`config.mk`:
```
export PLATFORM = sky130hd
export DESIGN_NAME = mpw_pwm_flat
export DESIGN_NICKNAME = d
export VERILOG_FILES = /design/src/design/mpw_pkg.sv /design/src/design/mpw_link_if.sv /design/src/design/mpw_pwm.sv /design/src/flat_wrapper.sv
export VERILOG_INCLUDE_DIRS = /design/src /design/src/design
export SDC_FILE = /design/constraint.sdc
export NUM_CORES = 1
export LEC_CHECK = 0
export BUFFER_PORTS_ARGS = -buffer_cell sky130_fd_sc_hd__buf_2
export CAP_MARGIN = 10
export CELL_PAD_IN_SITES_DETAIL_PLACEMENT = 0
export CELL_PAD_IN_SITES_GLOBAL_PLACEMENT = 1
export CORE_MARGIN = 1.5
export CORE_UTILIZATION = 49
export DETAILED_ROUTE_END_ITERATION = 6
export PLACE_DENSITY = 0.88
export SYNTH_ARGS = -nofsm -noshare
export SYNTH_HDL_FRONTEND = slang
export SYNTH_SLANG_ARGS = --single-unit
export TNS_END_PERCENT = 50
```
`constraint.sdc`:
```
create_clock -name pclk -period 5.1 [get_ports pclk]
set_input_delay 1.275 -clock pclk [delete_from_list [all_inputs] [get_ports pclk]]
set_output_delay 1.275 -clock pclk [all_outputs]
set_load 0.005 [all_outputs]
```
`src/design/mpw_defs.svh`:
```
/*
 * Offsets, field positions, reset values and timing counts shared by the
 * motor PWM generator and the conversion trigger sequencer.
 * Assumes a 125 MHz peripheral clock and 32-bit APB data.
 */
`ifndef MPW_DEFS_SVH
`define MPW_DEFS_SVH

// counter range, signed 16 bit: -6250 .. 6249 gives 10 kHz at 125 MHz
`define MPW_CNT_INIT      16'hE796
`define MPW_CNT_END       16'h1869

// register byte offsets
`define MPW_OFS_CTRL      12'h000
`define MPW_OFS_RATIO     12'h004
`define MPW_OFS_DEADTIME  12'h008
`define MPW_OFS_TRIGCMP   12'h00C
`define MPW_OFS_DUTY0     12'h010
`define MPW_OFS_DUTY1     12'h014
`define MPW_OFS_DUTY2     12'h018
`define MPW_OFS_STATUS    12'h01C

// control fields
`define MPW_CTRL_RUN      0
`define MPW_CTRL_AUTOCLR  1
`define MPW_CTRL_XBAR     2
`define MPW_CTRL_SRST     3

// status fields
`define MPW_STAT_FAULT    0
`define MPW_STAT_FAULTIN  1
`define MPW_STAT_DONE_LSB 16

// reset values
`define MPW_RST_CTRL      4'h6
`define MPW_RST_RATIO     8'h01
`define MPW_RST_DEADTIME  8'h10
`define MPW_RST_TRIGCMP   16'h0008

// converter: 10-bit results, 3 conversions a chain, 13 converter clocks each
`define MPW_RES_BITS      10
`define MPW_CHAIN_LEN     2'h3
`define MPW_CONV_TICKS    4'hD

`endif

```
`src/design/mpw_pkg.sv`:
```
/*
 * Types for the motor PWM generator and its conversion sequencer.
 * Assumes mpw_defs.svh for all numeric constants.
 */
package mpw_pkg;
   typedef enum logic [0:0] {
      MPW_SEQ_IDLE,
      MPW_SEQ_CONV
   } mpw_seq_state_t;

   typedef logic signed [15:0] mpw_count_t;
endpackage

```
`src/design/mpw_link_if.sv`:
```
/*
 * Link between the PWM generator and the conversion trigger sequencer.
 * Assumes both ends run on the same pclk; the bench joins the ends.
 */
`timescale 1ns/1ps
interface mpw_link_if;
   logic trig;       // routed compare trigger, one-cycle pulse
   logic conv_done;  // end of a conversion chain, one-cycle pulse

   modport dev (output trig, input conv_done);
   modport seq (input trig, output conv_done);
endinterface

```
`src/design/mpw_pwm.sv`:
```
/*
 * Three-phase centre-aligned PWM generator with master reload, dead time,
 * fault shutdown, compare trigger and trigger routing, APB register slave.
 * Assumes pclk at 125 MHz, synchronous fault input, APB master with psel.
 */
// Register access over APB and the placing of the registers were decided locally.
`timescale 1ns/1ps
`include "mpw_defs.svh"

module mpw_pwm (
   input  wire logic        pclk,
   input  wire logic        presetn,
   input  wire logic        psel,
   input  wire logic        penable,
   input  wire logic        pwrite,
   input  wire logic [11:0] paddr,
   input  wire logic [31:0] pwdata,
   output logic      [31:0] prdata,
   output logic             pready,
   output logic             pslverr,
   input  wire logic        fault_in,
   output logic      [2:0]  pwm_a,
   output logic      [2:0]  pwm_b,
   output logic             master_reload,
   mpw_link_if.dev          link
);
   logic [3:0]          ctrl;
   logic [7:0]          ratio;
   logic [7:0]          deadtime;
   mpw_pkg::mpw_count_t trig_cmp;
   mpw_pkg::mpw_count_t duty_reg [3];
   mpw_pkg::mpw_count_t duty_act [3];
   mpw_pkg::mpw_count_t cnt      [3];
   logic [7:0]          ratio_cnt;
   logic                fault_act;
   logic                trig_armed;
   logic                trig_pulse;
   logic [15:0]         done_cnt;
   logic                wr_ok;
   logic                srst;
   logic                wrap;
   logic                next_reload;
   logic [7:0]          ratio_last;

   assign wr_ok = psel && penable && pready && pwrite;
   assign srst  = ctrl[`MPW_CTRL_SRST];
   assign wrap  = (cnt[0] == mpw_pkg::mpw_count_t'(`MPW_CNT_END));
   // a ratio of zero is read as one so the master reload never stops
   assign ratio_last  = (ratio == 8'h00) ? 8'h00 : ratio - 8'h01;
   assign next_reload = ctrl[`MPW_CTRL_RUN] && wrap && (ratio_cnt == ratio_last);

   // apb access: one wait state, write lands at the edge pready is seen high
   always_ff @(posedge pclk or negedge presetn) begin
      if (!presetn) begin
         pready  <= 1'b0;
         pslverr <= 1'b0;
         prdata  <= 32'h0000_0000;
      end else if (psel && penable && !pready) begin
         pready  <= 1'b1;
         pslverr <= 1'b0;
         prdata  <= 32'h0000_0000;
         if (paddr == `MPW_OFS_CTRL) begin
            prdata <= {28'h000_0000, ctrl};
         end else if (paddr == `MPW_OFS_RATIO) begin
            prdata <= {24'h00_0000, ratio};
         end else if (paddr == `MPW_OFS_DEADTIME) begin
            prdata <= {24'h00_0000, deadtime};
         end else if (paddr == `MPW_OFS_TRIGCMP) begin
            prdata <= {16'h0000, trig_cmp};
         end else if (paddr == `MPW_OFS_DUTY0) begin
            prdata <= {16'h0000, duty_reg[0]};
         end else if (paddr == `MPW_OFS_DUTY1) begin
            prdata <= {16'h0000, duty_reg[1]};
         end else if (paddr == `MPW_OFS_DUTY2) begin
            prdata <= {16'h0000, duty_reg[2]};
         end else if (paddr == `MPW_OFS_STATUS) begin
            prdata <= {done_cnt, 14'h0000, fault_in, fault_act};
         end else begin
            pslverr <= 1'b1;
         end
      end else begin
         pready  <= 1'b0;
         pslverr <= 1'b0;
      end
   end

   // soft reset bit clears itself one cycle after it is written
   always_ff @(posedge pclk or negedge presetn) begin
      if (!presetn) begin
         ctrl        <= `MPW_RST_CTRL;
         ratio       <= `MPW_RST_RATIO;
         deadtime    <= `MPW_RST_DEADTIME;
         trig_cmp    <= `MPW_RST_TRIGCMP;
         duty_reg[0] <= 16'h0000;
         duty_reg[1] <= 16'h0000;
         duty_reg[2] <= 16'h0000;
      end else if (wr_ok) begin
         ctrl[`MPW_CTRL_SRST] <= 1'b0;
         if (paddr == `MPW_OFS_CTRL) begin
            ctrl <= pwdata[3:0];
         end else if (paddr == `MPW_OFS_RATIO) begin
            ratio <= pwdata[7:0];
         end else if (paddr == `MPW_OFS_DEADTIME) begin
            deadtime <= pwdata[7:0];
         end else if (paddr == `MPW_OFS_TRIGCMP) begin
            trig_cmp <= pwdata[15:0];
         end else if (paddr == `MPW_OFS_DUTY0) begin
            duty_reg[0] <= pwdata[15:0];
         end else if (paddr == `MPW_OFS_DUTY1) begin
            duty_reg[1] <= pwdata[15:0];
         end else if (paddr == `MPW_OFS_DUTY2) begin
            duty_reg[2] <= pwdata[15:0];
         end
      end else begin
         ctrl[`MPW_CTRL_SRST] <= 1'b0;
      end
   end

   // reload opportunities counted in the master, counters all on pclk
   always_ff @(posedge pclk or negedge presetn) begin
      if (!presetn) begin
         ratio_cnt     <= 8'h00;
         master_reload <= 1'b0;
      end else if (srst || !ctrl[`MPW_CTRL_RUN]) begin
         ratio_cnt     <= 8'h00;
         master_reload <= 1'b0;
      end else begin
         master_reload <= next_reload;
         if (next_reload) begin
            ratio_cnt <= 8'h00;
         end else if (wrap) begin
            ratio_cnt <= ratio_cnt + 8'h01;
         end
      end
   end

   // fault: blank while active, release at first reload after input drops
   always_ff @(posedge pclk or negedge presetn) begin
      if (!presetn) begin
         fault_act <= 1'b0;
      end else if (fault_in) begin
         fault_act <= 1'b1;
      end else if (srst) begin
         fault_act <= 1'b0;
      end else if (next_reload && ctrl[`MPW_CTRL_AUTOCLR]) begin
         fault_act <= 1'b0;
      end
   end

   // armed by the master reload, fires once at the compare match
   always_ff @(posedge pclk or negedge presetn) begin
      if (!presetn) begin
         trig_armed <= 1'b0;
         trig_pulse <= 1'b0;
         link.trig  <= 1'b0;
      end else if (srst) begin
         trig_armed <= 1'b0;
         trig_pulse <= 1'b0;
         link.trig  <= 1'b0;
      end else begin
         if (next_reload) begin
            trig_armed <= 1'b1;
         end else if (trig_armed && cnt[0] == trig_cmp) begin
            trig_armed <= 1'b0;
         end
         trig_pulse <= trig_armed && !next_reload && (cnt[0] == trig_cmp);
         link.trig  <= trig_pulse && ctrl[`MPW_CTRL_XBAR];
      end
   end

   always_ff @(posedge pclk or negedge presetn) begin
      if (!presetn) begin
         done_cnt <= 16'h0000;
      end else if (link.conv_done) begin
         done_cnt <= done_cnt + 16'h0001;
      end
   end

   for (genvar g = 0; g < 3; g++) begin : g_phase
      logic raw;
      logic raw_q;
      logic [7:0] dt_cnt;

      // centre-aligned: high while the count sits inside +/- duty
      assign raw = (cnt[g] >= -duty_act[g]) && (cnt[g] < duty_act[g]);

      always_ff @(posedge pclk or negedge presetn) begin
         if (!presetn) begin
            cnt[g]      <= `MPW_CNT_INIT;
            duty_act[g] <= 16'h0000;
         end else if (srst || !ctrl[`MPW_CTRL_RUN]) begin
            cnt[g] <= `MPW_CNT_INIT;
         end else begin
            if (next_reload) begin
               duty_act[g] <= duty_reg[g];
            end
            // slaves restart on the master reload, master on its own wrap
            if (next_reload || cnt[g] == mpw_pkg::mpw_count_t'(`MPW_CNT_END)) begin
               cnt[g] <= `MPW_CNT_INIT;
            end else begin
               cnt[g] <= cnt[g] + 16'sh0001;
            end
         end
      end

      always_ff @(posedge pclk or negedge presetn) begin
         if (!presetn) begin
            raw_q    <= 1'b0;
            dt_cnt   <= 8'h00;
            pwm_a[g] <= 1'b0;
            pwm_b[g] <= 1'b0;
         end else if (srst || !ctrl[`MPW_CTRL_RUN]) begin
            raw_q    <= 1'b0;
            dt_cnt   <= deadtime;
            pwm_a[g] <= 1'b0;
            pwm_b[g] <= 1'b0;
         end else begin
            raw_q <= raw;
            if (raw != raw_q) begin
               dt_cnt <= deadtime;
            end else if (dt_cnt != 8'h00) begin
               dt_cnt <= dt_cnt - 8'h01;
            end
            // both sides low through the dead band and under fault
            pwm_a[g] <= raw_q && (raw == raw_q) && (dt_cnt == 8'h00) && !fault_act && !fault_in;
            pwm_b[g] <= !raw_q && (raw == raw_q) && (dt_cnt == 8'h00) && !fault_act && !fault_in;
         end
      end
   end
endmodule // mpw_pwm

```
`src/flat_wrapper.sv`:
```
// flat-port wrapper written by rule: the top's interface ports become plain ports
module mpw_pwm_flat 
  (pclk, presetn, psel, penable, pwrite, paddr, pwdata, prdata, pready, pslverr, fault_in, pwm_a, pwm_b, master_reload, link_trig, link_conv_done);
  mpw_link_if link_i ();
  input  wire logic pclk;
  input  wire logic presetn;
  input  wire logic psel;
  input  wire logic penable;
  input  wire logic pwrite;
  input  wire logic [11:0] paddr;
  input  wire logic [31:0] pwdata;
  output logic      [31:0] prdata;
  output logic pready;
  output logic pslverr;
  input  wire logic fault_in;
  output logic      [2:0] pwm_a;
  output logic      [2:0] pwm_b;
  output logic master_reload;
  output wire logic [$bits(link_i.trig)-1:0] link_trig;
  input wire logic [$bits(link_i.conv_done)-1:0] link_conv_done;
  assign link_trig = link_i.trig;
  assign link_i.conv_done = link_conv_done;
  mpw_pwm u_core (.pclk(pclk), .presetn(presetn), .psel(psel), .penable(penable), .pwrite(pwrite), .paddr(paddr), .pwdata(pwdata), .prdata(prdata), .pready(pready), .pslverr(pslverr), .fault_in(fault_in), .pwm_a(pwm_a), .pwm_b(pwm_b), .master_reload(master_reload), .link(link_i));
endmodule
```
# Yosys cells after proc, flatten, opt, wreduce, memory -nomap -nowiden
# Index checks and enable logic that the tools add are counted.
classes:
  n_reduce_logical: 72
  bitwise_logic: 7
  eq_ne: 18
  n_mux: 57
  magnitude_cmp: 6
  addsub: 12
op_table:
  columns: ["operator", "n"]
  rows:
  - ["$mux W32", 8]
  - ["$mux W8", 13]
  - ["$mux W16", 6]
  - ["$add A16 B2 Y16 const B", 3]
  - ["$eq A12 B5 Y1 const B", 4]
  - ["$eq A16 B14 Y1 const B", 3]
  - ["$ge A16 B16 Y1", 3]
  - ["$lt A16 B16 Y1", 3]
  - ["$neg A16 Y16", 3]
  - ["$logic_and A1 B1 Y1", 38]
  - ["$logic_not A8 Y1", 4]
  - ["$sub A8 B1 Y8 const B", 4]
  - ["$mux W1", 29]
  - ["$eq A12 B4 Y1 const B", 2]
  - ["$reduce_bool A8 Y1", 3]
  - ["$reduce_bool A3 Y1", 6]
  - ["$add A16 B1 Y16 const B", 1]
  - ["$eq A16 B16 Y1", 1]
  - ["$eq A12 B3 Y1 const B", 1]
  - ["$logic_not A12 Y1", 1]
  - ["$add A8 B1 Y8 const B", 1]
  - ["$eq A8 B8 Y1", 1]
  - ["$logic_not A1 Y1", 8]
  - ["$reduce_and A8 Y1", 1]
  - ["11 further kinds", 25]
word_totals:
  word_cells: 208
  input_bits: 51
  register_bits: 276
  out_inout_bits: 42

# Logic depth before layout (Yosys ltp)
# Gate-level depths: netlist of the first run.
logic_depth:
  depth_word: 10
  mapped_depth: 18
  ltp_nobuf: 17

# Worst setup path after synthesis of the first run
# Ideal clock, no wire load.
synth_path:
  path_kind: "reg2reg"
  startpoint: "reg u_core.duty_act[16] in the netlist's numbering"
  endpoint: "reg u_core.g_phase[1].dt_cnt[7]"
  t_arrival_ns: 3.982
  setup_time_ns: 0.142
  t_required_ns: 4.958
  synth_period_minus_slack_ns: 4.123
  path_slack_ns: 0.977
  n_path_buf: 1
  path_stages_with_launch: 16
  path_cell_list: "dfrtp_1 nor3_1 nand2_1 nor4_1 nand3_1 xnor2_1 ha_1 nand4_1 or2_2 o41ai_1 mux2i_1 or3_1 ha_1 nor2_1 clkbuf_1 a31oi_1"
synth_via:
  elab_chain_len: 6
  word_cells_on_any_way: 8
  classes_between: "add/sub: 1; order compare: 2; eq/ne: 1; mux: 2; reduce/logical: 2"
synth_rtl:
  columns: ["item", "line", "text"]
  rows:
  - ["start: declaration", "mpw_pwm.sv:32", "mpw_pkg::mpw_count_t duty_act [3];"]
  - ["start signal: indexed assignment", "mpw_pwm.sv:195", "duty_act[g] <= duty_reg[g];"]
  - ["$neg A16 Y16", "mpw_pwm.sv:185", "assign raw = (cnt[g] >= -duty_act[g]) && (cnt[g] < duty_act[g]);"]
  - ["$ge A16 B16 Y1", "mpw_pwm.sv:185", null]
  - ["$logic_and A1 B1 Y1 (*)", "mpw_pwm.sv:185", null]
  - ["$ne A1 B1 Y1 (*)", "mpw_pwm.sv:219", "if (raw != raw_q) begin"]
  - ["$mux W8", "mpw_pwm.sv:219", null]
  - ["$mux W8", "mpw_pwm.sv:212", "end else if (srst || !ctrl[`MPW_CTRL_RUN]) begin"]
  - ["end signal: assignment", "mpw_pwm.sv:214", "dt_cnt <= deadtime;"]
  - ["end signal: assignment", "mpw_pwm.sv:220", "dt_cnt <= deadtime;"]
  - ["end signal: assignment", "mpw_pwm.sv:222", "dt_cnt <= dt_cnt - 8'h01;"]
  - ["end: declaration", "mpw_pwm.sv:182", "logic [7:0] dt_cnt;"]
# Mark *: on every way between the ends. The rest lies on a longest branch, timed or not.
# A chain may end at the register's enable or synchronous reset.

# Final worst setup path of the first run
# Ends and elaborated chain as after synthesis.

==> impl_results.md, run 1 <==
* Reg-to-Reg Start: u_core.duty_act[16]
* First-pass GRT wire length at 64190 um
* R2R depth at 16
* Initial antenna violation count at 2
* Inserted Clock Buffers at 30
* WP data arrival at slightly above 5000 ps
* RSZ-0062 raised after global routing: false
* Vias at between 10000 and 15000
* Syn nets at 1675
* Critical R2R Capture: u_core.g_phase[1].dt_cnt[7]
* Clock power share at around half
* Sequential share of the synthesized area at around 44%
* Worst-case clock buffer depth at 3
* Wire length per cell at around 20 um
* Largest family of logic cells by synthesized area: simple AND/OR/NAND/NOR gates
* Clk slew on worst S/H paths at around 60 ps
* Yosys top cell area share at about two fifths
* Post-CTS Setup Repair Bufs at 0
* CTS Sinks at between 200 and 300
* FILL cells at around 2700
* Netlist cell types at between 70 and 80
* Mapped cell area at between 15000 and 20000 um^2
* Max FO, Critical Path at 12
* Setup Viol. Count Final at 0
* Die H at about 180 um
* Fin crit share at just over 90%
* Share of synthesized registers carrying an async set or reset at 100.0%
* Layout cells sized above 1 at approximately a fifth
* Total die area at around 33000 um^2
* DR iter-0 viols at 708
* Row cnt at 65
* Hold path depth at 2
* Flop pwr share at about 46%
* Simple-gate portion of the synthesized area at 15.72%
* CTS tree: done
* Synth Area per Inst at between 10 and 15 um^2
* DRC viols at 0
* Quantity of hold-fixing buffers added after cts at 0
* Comb pwr share at between 3 and 4%
* Endpoints failing hold at 0
* Switch share at ~22%
* Worst Hold Class: register to register
* Nets at approximately 1800
* Drt via density at 5.921
* Port-buffer cells at between 70 and 80
* Worst Path Class, Setup: register to register
* Synth Area in XOR/XNOR at slightly above 7%
* Fin. max-slew vios at 0
* LEAKAGE at about 8 nW
* Reg2reg setup slack at 460 ps
* Met1 GRT Util at between 30% and 40%
* Cells after Synth at approximately 1500
* GRT Total Usage at between 20% and 30%
* Leading area contributor after synthesis: dfrtp_1
* PwrDens at roughly 280 nW/um^2
* Met2 Use GR at 39.58%
* Post-synth EDFFs at 0
* F_max at between 200 and 250 MHz
* Worst-Skew Late Latency at around 600 ps
* Status: complete, no violations
* Largest net degree at the start of global routing at 116
* Ports at 93
* Maxcap violations at 0
* Die X at ~180 um
* Top_reg_cell synth: dfrtp_1
* Final GP Congestion at 0.8803
* Top post-synthesis cells by area: dfrtp_1 (38%), ha_1 (9.1%), mux2_2 (7.8%), dfstp_2 (5.9%), xnor2_1 (4.0%)
* Total number of yosys warnings at 0
* Worst Skew at between 40 and 50 ps
* Hpwl dp at between 20000 and 30000 um
* Root buffer cell: clkbuf_16
* DR pass1 iterations at 5
* CP startpoint kind: register
* Multiplexer area fraction after synthesis at approximately 10%
* Hold wc startpoint: u_core.prdata[7]
* ANT nets after route at 0
* Least-Margin Pin Slew at around 1000 ps
* Req. time, crit path at between 5000 and 6000 ps
* Initial Util at 49.71%
* NetSw at 1.089 mW
* Synth Register Bits at between 200 and 300
* Core area at between 30000 and 40000 um^2
* Final min period at 4639 ps
* Adder-cell share of the synthesized area at 9.092%
* Gr ovfl total at 0
* # H-tree levels at 1
* Hold Path End: u_core.prdata[7]
* M3 GR Usage at 2.968%
* Total wire length at slightly below 40000 um
* Pint at 3.842 mW
* Most Used Layer, Global Route: met2
* P&R area growth vs syn at 12.85%
* Compound-Gate Fraction of Synth Area at 10.23%
* Maximum vdd drop at about 290 uV
* Resize count post-CTS at 0
* Final Hold Slack at 478.2 ps
* Relative slew slack at between 30% and 40%
* CP Capture Type: register
* Vias in the first global route at 11928
* Setup TNS at 0 ps
## stage by stage
step	utilization (%)	instance area, um^2	cells	setup slack (ps)	power, mW
3_5_place_dp	52.47	16560	1959	501.7	2.494
4_1_cts	56.09	17700	2015	458.9	4.974
3_3_place_gp	52.47	16560	1959	538.7	2.484
5_1_grt	56.09	17700	2015	50.37	5.089
2_1_floorplan	-	15690	1510	976.6	2.377
6_report	56.10	17700	2017	460.7	4.931
## cells by family after synthesis
family,after synthesis
flip-flops,276
XOR/XNOR,127
buffers and inverters,141
adder cells (fa/ha/maj),114
AO/OA/AOI/OAI,231
AND/OR/NAND/NOR,481
multiplexers,140
## critical path: stages (launching register included)
cell and delay [ps]:
dfrtp_1 420, nor3_1 370, nand2_1 200, nor4_1 490
nand3_1 160, xnor2_1 180, ha_1 330, nand4_1 120
or2_2 320, o41ai_1 350, mux2i_1 210, or3_1 400
ha_1 350, nor2_1 210, buf_4 220, nor2_1 50
a31oi_1 130
## cell usage in the layout (no fill, tap or decap), types with 6 or more instances in the layout
cell type,synthesis,routed
or4_1,8,8
nand2b_1,12,12
inv_1,90,90
buf_4,2,18
xnor2_1,71,71
xor2_1,56,56
or3_1,13,13
buf_2,5,75
a211o_1,8,8
a22o_1,18,18
mux2i_1,15,15
nor2b_1,21,21
nand4_1,30,30
dfstp_2,35,35
clkinv_2,0,6
mux2_2,109,109
o21ai_0,42,42
a31oi_1,19,19
a21oi_1,46,46
mux2_1,16,16
a221oi_1,8,8
and3_1,23,23
o211ai_1,11,11
nor2_1,105,105
a21o_1,16,16
nand2_1,94,94
nor4_1,19,19
bufinv_16,0,8
or2_2,9,9
a222oi_1,6,6
nand3_1,57,57
ha_1,114,114
clkbuf_16,0,30
dfrtp_1,241,241
nor3_1,58,56
## worst max path at each step
stage,endpoint,cells past startpoint,start,slack [ps]
floorplan,u_core.g_phase[1].dt_cnt[7],15,u_core.duty_act[16],980
global placement,u_core.g_phase[1].dt_cnt[7],16,u_core.duty_act[16],540
detailed placement,u_core.g_phase[1].dt_cnt[7],16,u_core.duty_act[16],500
CTS,u_core.g_phase[1].dt_cnt[7],16,u_core.duty_act[16],460
global route,u_core.g_phase[1].dt_cnt[2],17,u_core.duty_act[16],50
finish,u_core.g_phase[1].dt_cnt[7],16,u_core.duty_act[16],460
## layer usage
metal / routed length, um / part of all wire, %
met1: 17840 / 45
met2: 18440 / 47
met3: 1855 / 4.7
met4: 1471 / 3.7
met5: 0 / 0
## synth_stat cells (42+ instances only)
cell and count:
dfrtp_1 241, ha_1 114, mux2_2 109, nor2_1 105, nand2_1 94, inv_1 90
xnor2_1 71, nor3_1 58, nand3_1 57, xor2_1 56, a21oi_1 46, o21ai_0 42
## layout make-up
| class | instances | area [um^2] | share of cell area, % |
|---|---|---|---|
| diodes | 2 | 5.005 | 0.02827 |
| repair buffers | 96 | 565.5 | 3.195 |
| flip-flops and latches | 276 | 6950 | 39.26 |
| inverters | 92 | 345.3 | 1.951 |
| well taps | 402 | 503.0 | 2.841 |
| multi-input cells | 1093 | 8193 | 46.28 |
| clock inverters | 17 | 316.6 | 1.788 |
| clock buffers | 39 | 824.5 | 4.658 |
## power by group through the flow
stage | sequential, mW | combinational, mW | clock, mW
global placement | 2.31 | 0.177 | 0
detailed placement | 2.31 | 0.184 | 0
global route | 2.28 | 0.206 | 2.61
CTS | 2.27 | 0.186 | 2.52
floorplan | 2.30 | 0.0772 | 0
finish | 2.27 | 0.182 | 2.48
Power figures use the tool's default switching activity.
==> run 2, diff against run 1 <==
CELL_PAD_IN_SITES_GLOBAL_PLACEMENT = 2   (was 1)
CORE_MARGIN = not set   (was 1.5)
CORE_UTILIZATION = 41   (was 49)
PLACE_DENSITY = 0.89   (was 0.88)
==> run 2 against run 1 <==
Wire length rose by 3.3%. Final area rose by 0.60%. Sequential share of layout area fell by 0.23 points. Clock skew fell by 33 ps. First-iteration DRC count rose by 8.1%. Register-to-register slack got worse by 20 ps. Die area rose by 18%. Critical path type unchanged. Largest cell class unchanged. Clock-buffer cell count rose by 3.
==> impl_results.md, run 2 (synthesis results as in run 1) <==
* Status: complete, no violations
* Setup TNS at 0 ps
* Least-Margin Pin Slew at approximately 1100 ps
* Worst-case clock buffer depth at 3
* Worst Path Class, Setup: register to register
* P&R area growth vs syn at 13.53%
* Initial Util at a little over two fifths
* Endpoints failing hold at 0
* Die X at between 150 and 200 um
* First-pass GRT wire length at approximately 65000 um
* Reg2reg setup slack at between 400 and 500 ps
* Switch share at 22.68%
* Pwr Total at a little under 5 mW
* DRC viols at 0
* DR iter-0 viols at around 770
* Hold Path End: u_core.prdata[6]
* Clock power share at about half
* Final min period at approximately 4700 ps
* GRT Total Usage at between 20 and 25%
* Final GP Congestion at between 0.8 and 0.9
* Req. time, crit path at between 5000 and 6000 ps
* Root buffer cell: clkbuf_16
* R2R depth at 15
* Nets at 1759
* Vias at 11772
* Largest net degree at the start of global routing at between 100 and 150
* Worst Skew at 17.01 ps
* Core area at ~38000 um^2
* Die H at 197.6 um
* CTS tree: done
* Row cnt at approximately 70
* Setup Viol. Count Final at 0
* Hold path depth at 2
* Reg-to-Reg Start: u_core.duty_act[16]
* WP data arrival at a little over 5000 ps
* LEAKAGE at just over 8 nW
* Worst-Skew Late Latency at just under 600 ps
* Drt via density at ~5.5
* CP startpoint kind: register
* Gr ovfl total at 0
* Fin crit share at 91.36%
* Hold wc startpoint: u_core.prdata[6]
* Vias in the first global route at 11544
* Layout cells sized above 1 at 20.01%
* Hpwl dp at 30270 um
* CTS Sinks at 276
* Fin. max-slew vios at 0
* Initial antenna violation count at 1
* ANT cells at 0
* Critical R2R Capture: u_core.g_phase[1].dt_cnt[0]
* NetSw at approximately 1.1 mW
* Leading cell type in the layout, fill and taps excluded: dfrtp_1
* Commonest non-fill, non-tap cells in the layout: dfrtp_1 (241), ha_1 (114), mux2_2 (109)
* Ports at 93
* Maximum vdd drop at roughly 250 uV
* Comb pwr share at around 3.8%
* Port-buffer cells at 76
* ANT nets after route at 0
* PwrDens at about 270 nW/um^2
* RSZ-0062 raised after global routing: false
* FILL cells at approximately 3600
* Max FO, Critical Path at 14
* CP Capture Type: register
* DR pass1 iterations at 7
* Worst Hold Class: register to register
* Flop pwr share at 47.3%
* Wire length per cell at approximately 19 um
* F_max at about 210 MHz
* Total wire length at approximately 40000 um
* Maxcap violations at 0
* Inserted Clock Buffers at 31
* Relative slew slack at 23.73%
* Pint at between 3 and 4 mW
* Total die area at roughly 40000 um^2
* Clk slew on worst S/H paths at 60 ps
* # H-tree levels at 1
run 2: cell types whose count changed in the layout (fill, tap and decap cells not counted), moves of 2 or more:
cell,delta
bufinv_16,-4
clkinv_2,-2
inv_6,+2
diode_2,-2
buf_4,+5
clkbuf_8,+3
clkinvlp_4,+3
run 2: metrics by stage:
step | util [%] | setup WS (ps) | instances | area [um^2] | hold slack [ps]
finish | 47.28 | 440.6 | 2130 | 17810 | 475.6
floorplan | - | 976.6 | 1510 | 15690 | 446.4
global placement | 44.37 | 321.1 | 2072 | 16710 | 459.7
global route | 47.28 | 178.3 | 2130 | 17810 | 497.3
CTS | 47.27 | 324.5 | 2130 | 17800 | 483.0
detailed placement | 44.37 | 338.0 | 2072 | 16710 | 469.0
run 2: how the worst max path moves through the flow:
stage                                   start                     endpoint  slack (ps)
after floorplan           u_core.duty_act[16]  u_core.g_phase[1].dt_cnt[7]         980
after global placement    u_core.duty_act[16]  u_core.g_phase[1].dt_cnt[0]         320
after detailed placement  u_core.duty_act[16]  u_core.g_phase[1].dt_cnt[0]         340
after CTS                 u_core.duty_act[16]  u_core.g_phase[1].dt_cnt[0]         320
after global routing       u_core.duty_act[2]  u_core.g_phase[2].dt_cnt[0]         180
final                     u_core.duty_act[16]  u_core.g_phase[1].dt_cnt[0]         440
run 2: area by class of cell:
class	instances	area (um^2)	area share, %
Multi-Input combinational cell	1093	8199	46.04
Sequential cell	276	6950	39.03
Timing Repair Buffer	100	583.1	3.274
Clock inverter	16	205.2	1.152
Tap cell	511	639.4	3.590
Clock buffer	42	887.1	4.981
Inverter	92	345.3	1.939
run 2: timing repair:
item	CTS	global route
hold buffers	0	0
endpoints found under the setup margin	0	2
gates resized for setup	0	1
hold endpoints to repair	0	0
buffers inserted	0	0
run 2: worst max-delay path: stages, from the launching register on:
cell and delay, ps:
dfrtp_1 410, nor3_1 440, nand2_1 190, nor4_2 410, nand3_1 150, xnor2_1 150
ha_1 330, nand4_1 130, or2_2 330, o41ai_1 350, mux2i_1 200, or3_1 440
ha_1 320, nor2_1 110, buf_4 230, mux2_2 350
run 2: per-layer routing:
| layer | vias to the layer above | wire length (um) | share of wire, % | GRT usage [%] |
|---|---|---|---|---|
| li1 | 5618 | - | - | - |
| met1 | 5827 | 19320 | 47 | 30.39 |
| met2 | 257 | 18650 | 46 | 34.39 |
| met3 | 70 | 1782 | 4.4 | 2.749 |
| met4 | 0 | 1174 | 2.9 | 6.919 |
| met5 | - | 0 | 0 | 0 |
run 2: power by group through the flow:
stage | Clock (mW) | Combinational, mW | Sequential [mW]
2_1_floorplan | 0 | 0.0772 | 2.30
3_3_place_gp | 0 | 0.181 | 2.31
3_5_place_dp | 0 | 0.185 | 2.31
4_1_cts | 2.42 | 0.186 | 2.27
5_1_grt | 2.50 | 0.206 | 2.28
6_report | 2.35 | 0.182 | 2.27
==> run 3, diff against run 2 <==
ABC_AREA = 1   (was not set)
CORE_UTILIZATION = 37   (was 41)
PLACE_DENSITY = 0.88   (was 0.89)
clock period = 5 ns   (was 5.1 ns; I/O delays follow)
==> run 3 against run 2 <==
Clock-buffer cell count increased by 6. First-iteration DRC count increased by 6.5%. Critical endpoint is now u_core.g_phase[0].dt_cnt[4]. Final area increased by 3.7%.
==> impl_results.md, run 3 <==
* Syn nets at about 2200
* Total number of yosys warnings at 0
* Die X at roughly 210 um
* RSZ-0062 raised after global routing: false
* Yosys top cell area share at about 37%
* Most frequent cell after synthesis: nand2_1
* Setup TNS at 0 ps
* CP cell instances: nor3_1 > nand3_1 > nor2_1 > nand3_1 > nor2_1 > nand2_1 > inv_1 > nand3_1 > xor2_1 > ha_1 > nand2_1 > nor4_1 > nand2_1 > nand2_1 > nand2_1 > nand3_1 > nand2_1 > ha_1 > nor2_1 > inv_1 > nor2_1 > inv_1 > o21ai_0 > a31oi_1
* ANT nets after route at 0
* First-pass GRT wire length at 72330 um
* Worst Path Class, Setup: register to register
* Commonest non-fill, non-tap cells in the layout: nand2_1 (519), dfrtp_1 (241), inv_1 (239)
* Endpoints failing hold at 0
* Share of synthesized registers carrying an async set or reset at between 90% and 100%
* Maxcap violations at 0
* Leading area contributor after synthesis: dfrtp_1
* Status: complete, no violations
* Post-synth top cells: nand2_1 (519), dfrtp_1 (241), inv_1 (239)
* Setup Viol. Count Final at 0
* Wire length per cell at ~16 um
* Post-synth EDFFs at 0
* Leading cell type in the layout, fill and taps excluded: nand2_1
* Req. time, crit path at about 5400 ps
* Vias in the first global route at roughly 14000
* F_max at approximately 230 MHz
* Row cnt at between 70 and 80
* Final Util at between 40% and 50%
* Final min period at roughly 4400 ps
* Die H at ~210 um
* Critical Path Max Stage Delay at 420 ps
* Quantity of hold-fixing buffers added after cts at 0
* Worst Hold Class: register to register
* Sequential share of the synthesized area at about 43%
* Final WS setup at around 590 ps
* Worst Skew at 35.42 ps
* Root buffer cell: clkbuf_16
* Cells after Synth at slightly above 2000
* WP buf/inv at 3
* Clk slew on worst S/H paths at approximately 60 ps
* DR iter-0 viols at between 800 and 900
* CTS tree: done
* Resize count post-CTS at 0
* Layout cells sized above 1 at under 10%
* Initial antenna violation count at 0
* # H-tree levels at 2
* Worst-Skew Late Latency at 550 ps
* Multi-input logic area at around 8200 um^2
* Drt via density at between 5 and 6
* Total wire length at 44180 um
* Largest net degree at the start of global routing at 121
* Top_reg_cell synth: dfrtp_1
* GRT Total Usage at 20.44%
* Synth Area per Inst at approximately 8 um^2
* Gr ovfl total at 0
* WP depth at 24
* Inserted Clock Buffers at 35
* Fin. max-slew vios at 0
* LEAKAGE at 9.038 nW
* CP Capture Type: register
* FILL cells at ~4500
* Final GP Congestion at approximately 0.87
* Top post-synthesis cells by area: dfrtp_1 (37%), nand2_1 (12%), ha_1 (8.7%), dfstp_2 (5.6%), inv_1 (5.5%)
* Core area at between 40000 and 50000 um^2
* Worst-case clock buffer depth at 3
* Maximum vdd drop at 203.8 uV
* Vias at approximately 14000
* Nets at approximately 2300
* DR pass1 iterations at 5
* Ports at between 90 and 100
* Post-CTS Setup Repair Bufs at 0
* Synth Register Bits at ~280
* P&R area growth vs syn at 13.32%
* Least-Margin Pin Slew at around 1200 ps
* WP data arrival at slightly below 5000 ps
* Top cell by count, worst path: nand2_1
* Hold path depth at 2
* Netlist cell types at 40
* Worst path slowest cell: dfrtp_1
* Seq. cell area at just under 7000 um^2
* PwrDens at between 200 and 300 nW/um^2
* ANT cells at 0
* Max FO, Critical Path at 5
* CP startpoint kind: register
* Relative slew slack at between 20% and 30%
* Initial Util at 37.68%
* Fin crit share at roughly 88%
* CTS Sinks at 276
* R2R depth at 24
* Port-buffer cells at between 70 and 80
* Dpl ws at 540.9 ps
* Hpwl dp at 32930 um
* Mapped cell area at 16300 um^2
* CP delay by family, top: simple AND/OR/NAND/NOR gates
* Total die area at between 40000 and 50000 um^2
* DRC viols at 0
-- run 3: cell count changes after synthesis, moves of 65 or more --
cell	before	now
nor2_1	105	185
o21ai_0	42	160
nand2_1	94	519
mux2_2	109	0
inv_1	90	239
nand4_1	30	95
-- run 3: cell families after synthesis --
group / after synthesis / share of synthesized area [%]
AND/OR/NAND/NOR: 1005 / 26.79
flip-flops: 276 / 42.64
multiplexers: 1 / 0.06140
adder cells (fa/ha/maj): 114 / 8.750
AO/OA/AOI/OAI: 281 / 9.179
buffers and inverters: 300 / 7.153
XOR/XNOR: 101 / 5.426
-- run 3: through the flow --
step	area [um^2]	hold WS [ps]	instances	power, mW
2_1_floorplan	16300	449.2	2078	2.435
3_3_place_gp	17350	466.8	2702	2.555
3_5_place_dp	17350	468.6	2702	2.561
4_1_cts	18470	485.4	2764	5.082
5_1_grt	18470	503.6	2764	5.206
6_report	18470	479.2	2764	5.015
-- run 3: final timing paths --
path / endpoint / slack (ps) / from
max in group asynchronous: u_core.cnt[14] / 3180 / presetn
max: u_core.g_phase[0].dt_cnt[4] / 590 / u_core.duty_act[34]
min in group asynchronous: u_core.pwm_b[1] / 790 / presetn
min reg2reg: u_core.prdata[13] / 480 / u_core.prdata[13]
min: u_core.prdata[13] / 480 / u_core.prdata[13]
max reg2reg: u_core.g_phase[0].dt_cnt[4] / 590 / u_core.duty_act[34]
-- run 3: worst reg2reg max path, stage by stage, from the launching register on --
cell and delay, ps:
dfrtp_1 420, nor3_1 300, nand3_1 160, nor2_1 190
nand3_1 130, nor2_1 170, nand2_1 110, inv_1 70
nand3_1 70, xor2_1 150, ha_1 330, nand2_1 100
nor4_1 390, nand2_1 120, nand2_1 70, nand2_1 50
nand3_1 60, nand2_1 210, ha_1 350, nor2_1 140
inv_1 90, nor2_1 280, inv_1 160, o21ai_0 110
a31oi_1 60
-- run 3: final cells by class --
class                      instances  share of cell area, %
tap                              585                  3.962
clock buffer                      48                  5.229
timing repair buffer              94                  2.980
sequential                       276                  37.63
clock inverter                    14                 0.8263
inverter                         245                  4.978
multi-input combinational       1502                  44.40
-- run 3: power by group --
group	leakage (nW)	internal (mW)	switching [mW]
Clock	0.534	1.47	1.03
Sequential	3.66	2.28	0.0315
Combinational	4.84	0.0615	0.146
Total	9.04	3.81	1.21
-- run 3: per-layer routing --
layer | track usage, % | share of wire [%]
met1 | 26.95 | 47
met2 | 34.67 | 48
met3 | 3.145 | 3.4
met4 | 5.472 | 2.1
met5 | 0 | 0
